File: src/common/cml_pkg.sv
// Shared constants for the configuration memory loader.
package cml_pkg;

  // ==========================================================================
  // Clocking of the serial memory link.
  localparam int SYS_CLK_KHZ = 25000;
  localparam int SK_RATE_KHZ = 1000;
  localparam int SK_HALF_CYC =
    (SYS_CLK_KHZ + 2 * SK_RATE_KHZ - 1) / (2 * SK_RATE_KHZ);

  // ==========================================================================
  // Memory geometry and read command.
  localparam int WORD_W    = 16;
  localparam int ADDR_W    = 6;
  localparam int NUM_WORDS = 64;
  localparam int CMD_BITS  = 3;
  localparam logic [CMD_BITS-1:0] CMD_READ = 3'h6;

  // ==========================================================================
  // Configuration word layout and integrity check.
  localparam int MODE_WORD_IDX = 0;
  localparam int CHA_MODE_LSB  = 0;
  localparam int CHB_MODE_LSB  = 2;
  localparam logic [WORD_W-1:0] CHK_SEED = 16'hAAAA;

  // ==========================================================================
  // Channel interface modes.
  typedef enum logic [1:0] {
    MODE_UART = 2'b00,
    MODE_FIFO = 2'b01,
    MODE_OPTO = 2'b10
  } cml_mode_e;

endpackage

File: src/logic/cml_loader.sv
// Startup loader that reads the configuration memory and applies it.
`timescale 1ns/1ps

module cml_loader #(
  parameter int NUM_WORDS = cml_pkg::NUM_WORDS,
  parameter int ADDR_W    = cml_pkg::ADDR_W,
  parameter int WORD_W    = cml_pkg::WORD_W
) (
  input  wire logic              sys_clk,
  input  wire logic              reset,
  input  wire logic              usb_bus_reset,
  input  wire logic              ext_reset_n,
  output logic                   cfg_mem_select_o,
  output logic                   cfg_mem_select_oe_n,
  output logic                   cfg_mem_serial_clock_o,
  output logic                   cfg_mem_serial_clock_oe_n,
  input  wire logic              cfg_mem_data_io_i,
  output logic                   cfg_mem_data_io_o,
  output logic                   cfg_mem_data_io_oe_n,
  input  wire logic [ADDR_W-1:0] cfg_rd_addr,
  output logic [WORD_W-1:0]      cfg_rd_data,
  output cml_pkg::cml_mode_e     chan_a_mode,
  output cml_pkg::cml_mode_e     chan_b_mode,
  output logic                   mem_present,
  output logic                   cfg_valid,
  output logic                   cfg_ready
);

  typedef enum logic [2:0] {
    ST_HOLD  = 3'b000,
    ST_ISSUE = 3'b001,
    ST_WAIT  = 3'b010,
    ST_CHECK = 3'b011,
    ST_DONE  = 3'b100
  } cml_state_e;

  cml_state_e         st_reg;
  logic               ext_meta_reg;
  logic               ext_sync_reg;
  logic               tristate_reg;
  logic [ADDR_W-1:0]  word_reg;
  logic [WORD_W-1:0]  sum_reg;
  logic [WORD_W-1:0]  mem_words [NUM_WORDS];
  logic               present_reg;
  logic               valid_reg;
  logic               ready_reg;
  cml_pkg::cml_mode_e mode_a_reg;
  cml_pkg::cml_mode_e mode_b_reg;
  logic [WORD_W-1:0]  rd_data_reg;
  logic               hold;
  logic               restart;
  logic               port_sel;
  logic               port_sclk;
  logic               port_data;
  logic               port_drive;
  logic               port_done;
  logic               port_ack;
  logic [WORD_W-1:0]  port_word;
  logic               sum_ok;

  // Decodes a channel mode field; the spare code falls back to UART.
  function automatic cml_pkg::cml_mode_e mode_of(
    input logic [WORD_W-1:0] word,
    input int                lsb
  );
    logic [1:0] code;
    code = word[lsb +: 2];
    case (code)
      cml_pkg::MODE_FIFO: mode_of = cml_pkg::MODE_FIFO;
      cml_pkg::MODE_OPTO: mode_of = cml_pkg::MODE_OPTO;
      default:            mode_of = cml_pkg::MODE_UART;
    endcase
  endfunction

  // ==========================================================================
  // External reset pin synchroniser and pin release.
  always_ff @(posedge sys_clk) begin
    if (reset) begin
      ext_meta_reg <= 1'b0;
      ext_sync_reg <= 1'b0;
    end else begin
      ext_meta_reg <= ext_reset_n;
      ext_sync_reg <= ext_meta_reg;
    end
  end

  assign hold    = !ext_sync_reg;
  assign restart = hold || usb_bus_reset;

  always_ff @(posedge sys_clk) begin
    if (reset) begin
      tristate_reg <= 1'b1;
    end else begin
      tristate_reg <= hold;
    end
  end

  // ==========================================================================
  // Serial engine.
  cml_serial_port #(
    .ADDR_W   (ADDR_W),
    .WORD_W   (WORD_W),
    .HALF_CYC (cml_pkg::SK_HALF_CYC)
  ) i_cml_serial_port (
    .sys_clk   (sys_clk),
    .reset     (reset),
    .abort     (restart),
    .start     (st_reg == ST_ISSUE),
    .addr      (word_reg),
    .data_i    (cfg_mem_data_io_i),
    .sel_o     (port_sel),
    .sclk_o    (port_sclk),
    .data_o    (port_data),
    .drive_o   (port_drive),
    .done_o    (port_done),
    .ack_ok_o  (port_ack),
    .rd_data_o (port_word)
  );

  assign cfg_mem_select_o          = port_sel;
  assign cfg_mem_select_oe_n       = tristate_reg;
  assign cfg_mem_serial_clock_o    = port_sclk;
  assign cfg_mem_serial_clock_oe_n = tristate_reg;
  assign cfg_mem_data_io_o         = port_data;
  assign cfg_mem_data_io_oe_n      = tristate_reg || !port_drive;

  // ==========================================================================
  // Scan sequence.
  always_ff @(posedge sys_clk) begin
    if (reset || restart) begin
      st_reg <= ST_HOLD;
    end else begin
      unique case (st_reg)
        ST_HOLD:  st_reg <= ST_ISSUE;
        ST_ISSUE: st_reg <= ST_WAIT;
        ST_WAIT: begin
          if (port_done && !port_ack) begin
            st_reg <= ST_DONE;
          end else if (port_done && word_reg == ADDR_W'(NUM_WORDS - 1)) begin
            st_reg <= ST_CHECK;
          end else if (port_done) begin
            st_reg <= ST_ISSUE;
          end
        end
        ST_CHECK: st_reg <= ST_DONE;
        ST_DONE:  st_reg <= ST_DONE;
        default:  st_reg <= ST_HOLD;
      endcase
    end
  end

  // ==========================================================================
  // Word capture and running checksum.
  always_ff @(posedge sys_clk) begin
    if (reset || st_reg == ST_HOLD) begin
      word_reg <= '0;
      sum_reg  <= cml_pkg::CHK_SEED;
    end else if (st_reg == ST_WAIT && port_done && port_ack) begin
      mem_words[word_reg] <= port_word;
      if (word_reg != ADDR_W'(NUM_WORDS - 1)) begin
        sum_reg  <= sum_reg + port_word;
        word_reg <= word_reg + ADDR_W'(1);
      end
    end
  end

  assign sum_ok = sum_reg == mem_words[NUM_WORDS - 1];

  always_ff @(posedge sys_clk) begin
    rd_data_reg <= mem_words[cfg_rd_addr];
  end

  // ==========================================================================
  // Applied configuration.
  always_ff @(posedge sys_clk) begin
    if (reset || restart) begin
      present_reg <= 1'b0;
      valid_reg   <= 1'b0;
      ready_reg   <= 1'b0;
      mode_a_reg  <= cml_pkg::MODE_UART;
      mode_b_reg  <= cml_pkg::MODE_UART;
    end else if (st_reg == ST_WAIT && port_done && !port_ack) begin
      present_reg <= 1'b0;
      ready_reg   <= 1'b1;
      mode_a_reg  <= cml_pkg::MODE_UART;
      mode_b_reg  <= cml_pkg::MODE_UART;
    end else if (st_reg == ST_CHECK) begin
      present_reg <= 1'b1;
      valid_reg   <= sum_ok;
      ready_reg   <= 1'b1;
      if (sum_ok) begin
        mode_a_reg <= mode_of(mem_words[cml_pkg::MODE_WORD_IDX],
                              cml_pkg::CHA_MODE_LSB);
        mode_b_reg <= mode_of(mem_words[cml_pkg::MODE_WORD_IDX],
                              cml_pkg::CHB_MODE_LSB);
      end else begin
        mode_a_reg <= cml_pkg::MODE_UART;
        mode_b_reg <= cml_pkg::MODE_UART;
      end
    end
  end

  assign cfg_rd_data = rd_data_reg;
  assign chan_a_mode = mode_a_reg;
  assign chan_b_mode = mode_b_reg;
  assign mem_present = present_reg;
  assign cfg_valid   = valid_reg;
  assign cfg_ready   = ready_reg;

  // ==========================================================================
  // Checks.
  a_hold_tristate: assert property (@(posedge sys_clk)
    disable iff (reset)
    hold |=> (cfg_mem_select_oe_n && cfg_mem_serial_clock_oe_n
              && cfg_mem_data_io_oe_n))
    else $error("Memory pins driven while held in reset.");

  a_release_scan: assert property (@(posedge sys_clk)
    disable iff (reset)
    (st_reg == ST_HOLD && !restart) |=>
      st_reg == ST_ISSUE ##1 st_reg == ST_WAIT)
    else $error("Scan did not start after reset release.");

  a_usb_rescan: assert property (@(posedge sys_clk) disable iff (reset)
    usb_bus_reset |=> (st_reg == ST_HOLD && !cfg_ready))
    else $error("Bus reset did not restart the scan.");

  a_default_uart: assert property (@(posedge sys_clk) disable iff (reset)
    (cfg_ready && !cfg_valid) |-> (chan_a_mode == cml_pkg::MODE_UART
                                   && chan_b_mode == cml_pkg::MODE_UART))
    else $error("Defaults not in UART mode.");

  a_valid_present: assert property (@(posedge sys_clk)
    disable iff (reset)
    cfg_valid |-> (mem_present && cfg_ready))
    else $error("Valid configuration without a memory.");

  a_nack_absent: assert property (@(posedge sys_clk) disable iff (reset)
    (st_reg == ST_WAIT && port_done && !port_ack && !restart)
      |=> (st_reg == ST_DONE && !mem_present && cfg_ready))
    else $error("Missing acknowledge not treated as absent.");

  a_mode_memory: assert property (@(posedge sys_clk) disable iff (reset)
    (st_reg == ST_CHECK && sum_ok && !restart) |=>
      chan_a_mode == mode_of(mem_words[cml_pkg::MODE_WORD_IDX],
                             cml_pkg::CHA_MODE_LSB))
    else $error("Channel mode not taken from memory.");

  a_check_sum: assert property (@(posedge sys_clk) disable iff (reset)
    (st_reg == ST_CHECK && !restart) |=> cfg_valid == $past(sum_ok))
    else $error("Validity does not follow the checksum.");

endmodule

File: src/logic/cml_serial_port.sv
// Three-wire serial engine that reads one word from the memory.
`timescale 1ns/1ps
module cml_serial_port #(
  parameter int ADDR_W   = cml_pkg::ADDR_W,
  parameter int WORD_W   = cml_pkg::WORD_W,
  parameter int HALF_CYC = cml_pkg::SK_HALF_CYC
) (
  input  wire logic              sys_clk,
  input  wire logic              reset,
  input  wire logic              abort,
  input  wire logic              start,
  input  wire logic [ADDR_W-1:0] addr,
  input  wire logic              data_i,
  output logic                   sel_o,
  output logic                   sclk_o,
  output logic                   data_o,
  output logic                   drive_o,
  output logic                   done_o,
  output logic                   ack_ok_o,
  output logic [WORD_W-1:0]      rd_data_o
);

  localparam int CW   = cml_pkg::CMD_BITS + ADDR_W;
  localparam int LAST = CW + WORD_W;
  localparam int BW   = $clog2(LAST + 1);
  localparam int DW   = $clog2(HALF_CYC + 1);

  logic              busy_reg;
  logic              sk_reg;
  logic [DW-1:0]     div_reg;
  logic [BW-1:0]     bit_reg;
  logic [CW-1:0]     cmd_reg;
  logic              drive_reg;
  logic              done_reg;
  logic              ack_reg;
  logic [WORD_W-1:0] shift_reg;
  logic              d_meta_reg;
  logic              d_sync_reg;
  logic              tick;

  assign tick = busy_reg && (div_reg == DW'(HALF_CYC - 1));

  // ==========================================================================
  // Input synchroniser for the shared data line.
  always_ff @(posedge sys_clk) begin
    if (reset) begin
      d_meta_reg <= 1'b1;
      d_sync_reg <= 1'b1;
    end else begin
      d_meta_reg <= data_i;
      d_sync_reg <= d_meta_reg;
    end
  end

  // ==========================================================================
  // Frame sequencing and command shifting.
  always_ff @(posedge sys_clk) begin
    if (reset || abort) begin
      busy_reg  <= 1'b0;
      sk_reg    <= 1'b0;
      div_reg   <= '0;
      bit_reg   <= '0;
      cmd_reg   <= '0;
      drive_reg <= 1'b0;
      done_reg  <= 1'b0;
    end else begin
      done_reg <= 1'b0;
      if (!busy_reg && start) begin
        busy_reg  <= 1'b1;
        sk_reg    <= 1'b0;
        div_reg   <= '0;
        bit_reg   <= '0;
        cmd_reg   <= {cml_pkg::CMD_READ, addr};
        drive_reg <= 1'b1;
      end else if (busy_reg) begin
        div_reg <= tick ? '0 : div_reg + DW'(1);
        if (tick) begin
          sk_reg <= ~sk_reg;
        end
        if (tick && sk_reg) begin
          cmd_reg <= {cmd_reg[CW-2:0], 1'b0};
          if (bit_reg == BW'(CW - 1)) begin
            drive_reg <= 1'b0;
          end
          if (bit_reg == BW'(LAST)) begin
            busy_reg <= 1'b0;
            done_reg <= 1'b1;
          end else begin
            bit_reg <= bit_reg + BW'(1);
          end
        end
      end
    end
  end

  // ==========================================================================
  // Acknowledge check and data capture on rising clock edges.
  always_ff @(posedge sys_clk) begin
    if (reset || (start && !busy_reg)) begin
      ack_reg   <= 1'b0;
      shift_reg <= '0;
    end else if (tick && !sk_reg) begin
      if (bit_reg == BW'(CW)) begin
        ack_reg <= ~d_sync_reg;
      end else if (bit_reg > BW'(CW)) begin
        shift_reg <= {shift_reg[WORD_W-2:0], d_sync_reg};
      end
    end
  end

  assign sel_o     = busy_reg;
  assign sclk_o    = sk_reg;
  assign data_o    = cmd_reg[CW-1];
  assign drive_o   = drive_reg;
  assign done_o    = done_reg;
  assign ack_ok_o  = ack_reg;
  assign rd_data_o = shift_reg;

  // ==========================================================================
  // Checks.
  a_data_released: assert property (@(posedge sys_clk)
    disable iff (reset)
    (tick && !sk_reg && bit_reg >= BW'(CW)) |-> !drive_reg)
    else $error("Data pin still driven while memory answers.");

endmodule

File: config.mk
export PLATFORM = sky130hd
export DESIGN_NAME = cml_loader
export DESIGN_NICKNAME = d
export VERILOG_FILES = /design/src/common/cml_pkg.sv /design/src/logic/cml_loader.sv /design/src/logic/cml_serial_port.sv
export SDC_FILE = /design/constraint.sdc
export NUM_CORES = 1
export LEC_CHECK = 0
export ABC_AREA = 1
export BUFFER_PORTS_ARGS = -buffer_cell sky130_fd_sc_hd__buf_2
export CAP_MARGIN = 10
export CELL_PAD_IN_SITES_DETAIL_PLACEMENT = 0
export CELL_PAD_IN_SITES_GLOBAL_PLACEMENT = 1
export CORE_ASPECT_RATIO = 0.75
export CORE_MARGIN = 2
export CORE_UTILIZATION = 35
export CTS_CLUSTER_SIZE = 30
export DETAILED_ROUTE_END_ITERATION = 8
export PLACE_DENSITY = 0.56
export SLEW_MARGIN = 25
export SYNTH_ARGS = -nofsm -noshare
export SYNTH_HDL_FRONTEND = slang
export SYNTH_HIERARCHICAL = 1
export SYNTH_SLANG_ARGS = --single-unit
File: constraint.sdc
create_clock -name sys_clk -period 2.8 [get_ports sys_clk]
set_input_delay 0.42 -clock sys_clk [delete_from_list [all_inputs] [get_ports sys_clk]]
set_output_delay 0.42 -clock sys_clk [all_outputs]
set_load 0.005 [all_outputs]
==> run_results.csv <==
group,metric,value,unit
clocking,numCtsBuffers,113,
grt,grt_pass1_vias,29300,
synth,synthCells,4146,
worst_hold_path,hold_depth,7,
status,status,"completed",
worst_setup_path,r2r_cells,8,
sta,setup_violations,0,
worst_setup_path,cp_common_cell,"buf_4",
power,ir_drop,553,uV
sta,min_period,2230,ps
routing,drt_iter0_markers,3024,
grt,grt_max_degree,86,
clocking,post_cts_resized,0,
sta,tightest_slew,1010,ps
clocking,cts_tree,"yes",
routing,via_count,30800,
sta,clock_skew,37.3,ps
synth,synth_area,46400,sq um
worst_setup_path,worst_ep_required_time,3170,ps
worst_setup_path,crit_path_max_incr_delay,440,ps
worst_hold_path,holdPathEnd,"i_cml_serial_port/cmd_reg[8]$_SDFFE_PP0P_",
grt,grt_pass1_wl,213,mm
power,p_per_area,646,nW/um^2
synth,yosysUniqueCellTypes,41,
placement,hpwl,86.0,mm
sta,whs,254,ps
clocking,cts_sinks,1116,
clocking,clk_path_buf_depth,3,
clocking,clk_latency,730,ps
worst_setup_path,worst_setup_path_start_kind,"flip-flop",
worst_setup_path,slowest_stage,"dfxtp_1",
layout,nNetsFinal,4302,
synth,ys_ff_latch,1116,
synth,synth_largest_area_cell,"edfxtp_1",
routing,drc,0,
worst_setup_path,r2r_slack,570,ps
synth,synth_top_area_frac,0.663,
sta,max_freq,0.449,GHz
sta,maxSlewViolCount,0,
clocking,cts-root-buf,"clkbuf_16",
worst_hold_path,min-delay-start,"usb_bus_reset",
clocking,path_clk_slew,60,ps
placement,place_area,49300,sq um
synth,async_reset_ff_frac,0,
worst_setup_path,endpoint_kind,"flip-flop",
synth,synthFlopType,"edfxtp_1",
floorplanning,initial_core_util,0.353,
sta,hold_viol_final,0,
worst_setup_path,path_class,"reg -> reg",
synth,synth_area_leaders,"edfxtp_1 (66%), nand2_1 (12%), nand3_1 (9.9%), dfxtp_1 (4.0%), buf_6 (1.4%)",
routing,post_drt_wl_per_cell,23.9,microns
routing,antenna_left,0,
layout,drive_gt1_frac,0.107,
worst_setup_path,critPathMaxFanout,16,
grt,overflow,0,
layout,stdcell_count,6124,
layout,largest_reg_flops,1024,
floorplanning,dieArea,136000,sq um
sta,slew_headroom,0.325,
placement,gp_congestion,0.823,
floorplanning,die_x,424,microns
placement,post-place-ws,183,ps
synth,syn_nets,4179,
floorplanning,core_area,131000,sq um
clocking,cts.htree.levels,3,
clocking,post_cts_buffers,0,
synth,seq_area_frac_synth,0.702,
layout,synthToLayoutAreaGrowth,13.8,%
placement,portBuffers,39,
sta,finalCritPeriodShare,0.796,
synth,ys_warn_count,6,
floorplanning,io_pins,40,
worst_setup_path,worstReg2RegEnd,"mem_words[14][11]$_DFFE_PP_",
worst_setup_path,crit_arrival,2590,ps
floorplanning,num_rows,115,
run,cap_viol_max_count,0,
floorplanning,die_h,319,microns
sta,grt_setup_unrepaired,"no",
routing,dr.pass1.iters,6,
routing,post_drt_via_cell_ratio,5.04,
layout,fill_cells,12700,
power,p_leak,20.7,nW
worst_hold_path,min_path_type,"in -> reg",
grt,grt.total_usage,0.215,
grt,antenna_found_initial,7,
synth,synth.avg_cell_area,11.2,sq um
placement,placedCellCount,5905,
sta,setup_ws,571,ps
worst_setup_path,worstReg2RegStart,"st_reg[1]$_SDFFE_PP0P_",
sta,timing.setup.tns,0,ps
routing,wirelength,146,mm
layout,regMostFlops,"mem_words",
synth,synth_edf_count,1024,
worst_setup_path,crit_chain,"inv_1 -> a21oi_2 -> nand2_2 -> nor2_4 -> nand3_2 -> buf_4 -> nor2_2 -> buf_4",
layout,final_cell_area,52800,sq um
-- Yosys cell counts (2+ instances only) --
cell type	n
a211oi_1	2
a21oi_1	43
a31oi_1	6
and2_1	2
buf_1	19
buf_2	94
buf_4	32
buf_6	59
clkbuf_1	29
dfxtp_1	92
edfxtp_1	1024
ha_1	21
inv_1	91
inv_2	10
nand2_1	1463
nand2_2	4
nand3_1	917
nand3_2	7
nand3b_1	4
nand4_1	6
nor2_1	152
nor2_2	3
nor2_4	4
nor3_1	10
o21ai_0	12
o21ai_1	3
or2_2	6
xnor2_1	11
xor2_1	8
-- stage by stage --
step / total power (W) / utilization
floorplan: 0.0192 / -
global placement: 0.0199 / 0.375
detailed placement: 0.0199 / 0.375
CTS: 0.0344 / 0.402
global route: 0.0351 / 0.402
finish: 0.0341 / 0.402
-- power by group --
| group | total, W | internal, W | switching [W] |
|---|---|---|---|
| Sequential | 0.0180 | 0.0179 | 0.0000455 |
| Combinational | 0.00154 | 0.000432 | 0.00111 |
| Clock | 0.0146 | 0.00810 | 0.00650 |
| Total | 0.0341 | 0.0265 | 0.00766 |
-- cell usage in the layout, fill, tap and decap left out, drive strengths merged, types with 4 or more instances in the layout --
| cell type | Yosys | layout |
|---|---|---|
| a21oi | 44 | 44 |
| buf | 205 | 239 |
| nand3 | 924 | 924 |
| clkinv | 0 | 40 |
| o21ai | 15 | 15 |
| dfxtp | 92 | 92 |
| xor2 | 8 | 8 |
| nand4 | 7 | 7 |
| nand2 | 1468 | 1468 |
| nand3b | 4 | 4 |
| a31oi | 6 | 6 |
| xnor2 | 11 | 11 |
| nor2 | 160 | 160 |
| clkbuf | 30 | 167 |
| nor3 | 10 | 10 |
| ha | 21 | 21 |
| or2 | 6 | 6 |
| dlygate4sd3 | 0 | 4 |
| edfxtp | 1024 | 1024 |
| inv | 102 | 103 |
-- layer usage --
layer  part of all wire  vias to the layer above  wire length (microns)  GRT usage
met5                  0                        -                      0          0
met4              0.017                        0                   2420     0.0433
met3              0.062                      141                   8990     0.0330
met2               0.43                      830                  63400      0.315
met1               0.49                    15300                  71200      0.334
li1                   -                    14600                      -          -
-- cell families after synthesis --
group,synth area share
fa+ha+maj,0.00609
buf+inv,0.0424
flops,0.702
xor+xnor,0.00359
compound gates,0.00809
simple gates,0.238
-- cell type report --
cell class	count	area (sq um)	area share
clock buffer	167	3180	0.0603
antenna	3	7.51	0.000142
sequential	1116	32600	0.618
multi-input combinational	2693	11900	0.225
clock inverter	45	297	0.00562
inverter	102	422	0.00799
tap	1755	2200	0.0416
timing repair buffer	243	2180	0.0412
-- timing repair --
item                                    in CTS  in global routing
endpoints found under the setup margin       0                  0
hold buffers                                 4                  0
hold endpoints to repair                     4                  0
-- critical path, delay by kind of cell (launching register included) --
family | cells | cell delay [ps]
buf+inv | 3 | 680
simple gates | 4 | 470
flops | 1 | 440
compound gates | 1 | 240
-- how the worst max path moves through the flow --
stage | from | endpoint | cells past startpoint
final | st_reg[1]$_SDFFE_PP0P_ | mem_words[14][11]$_DFFE_PP_ | 8
after detailed placement | cfg_rd_addr[1] | cfg_rd_data[11]$_DFF_P_ | 11
after floorplan | i_cml_serial_port/rd_data_o[0]$_SDFFE_PP0P_ | sum_reg[8]$_SDFFE_PP0P_ | 11
after CTS | st_reg[1]$_SDFFE_PP0P_ | mem_words[10][5]$_DFFE_PP_ | 8
after global routing | st_reg[1]$_SDFFE_PP0P_ | mem_words[21][3]$_DFFE_PP_ | 8
after global placement | cfg_rd_addr[1] | cfg_rd_data[11]$_DFF_P_ | 11
No activity file was read; power rests on OpenSTA's default activity.
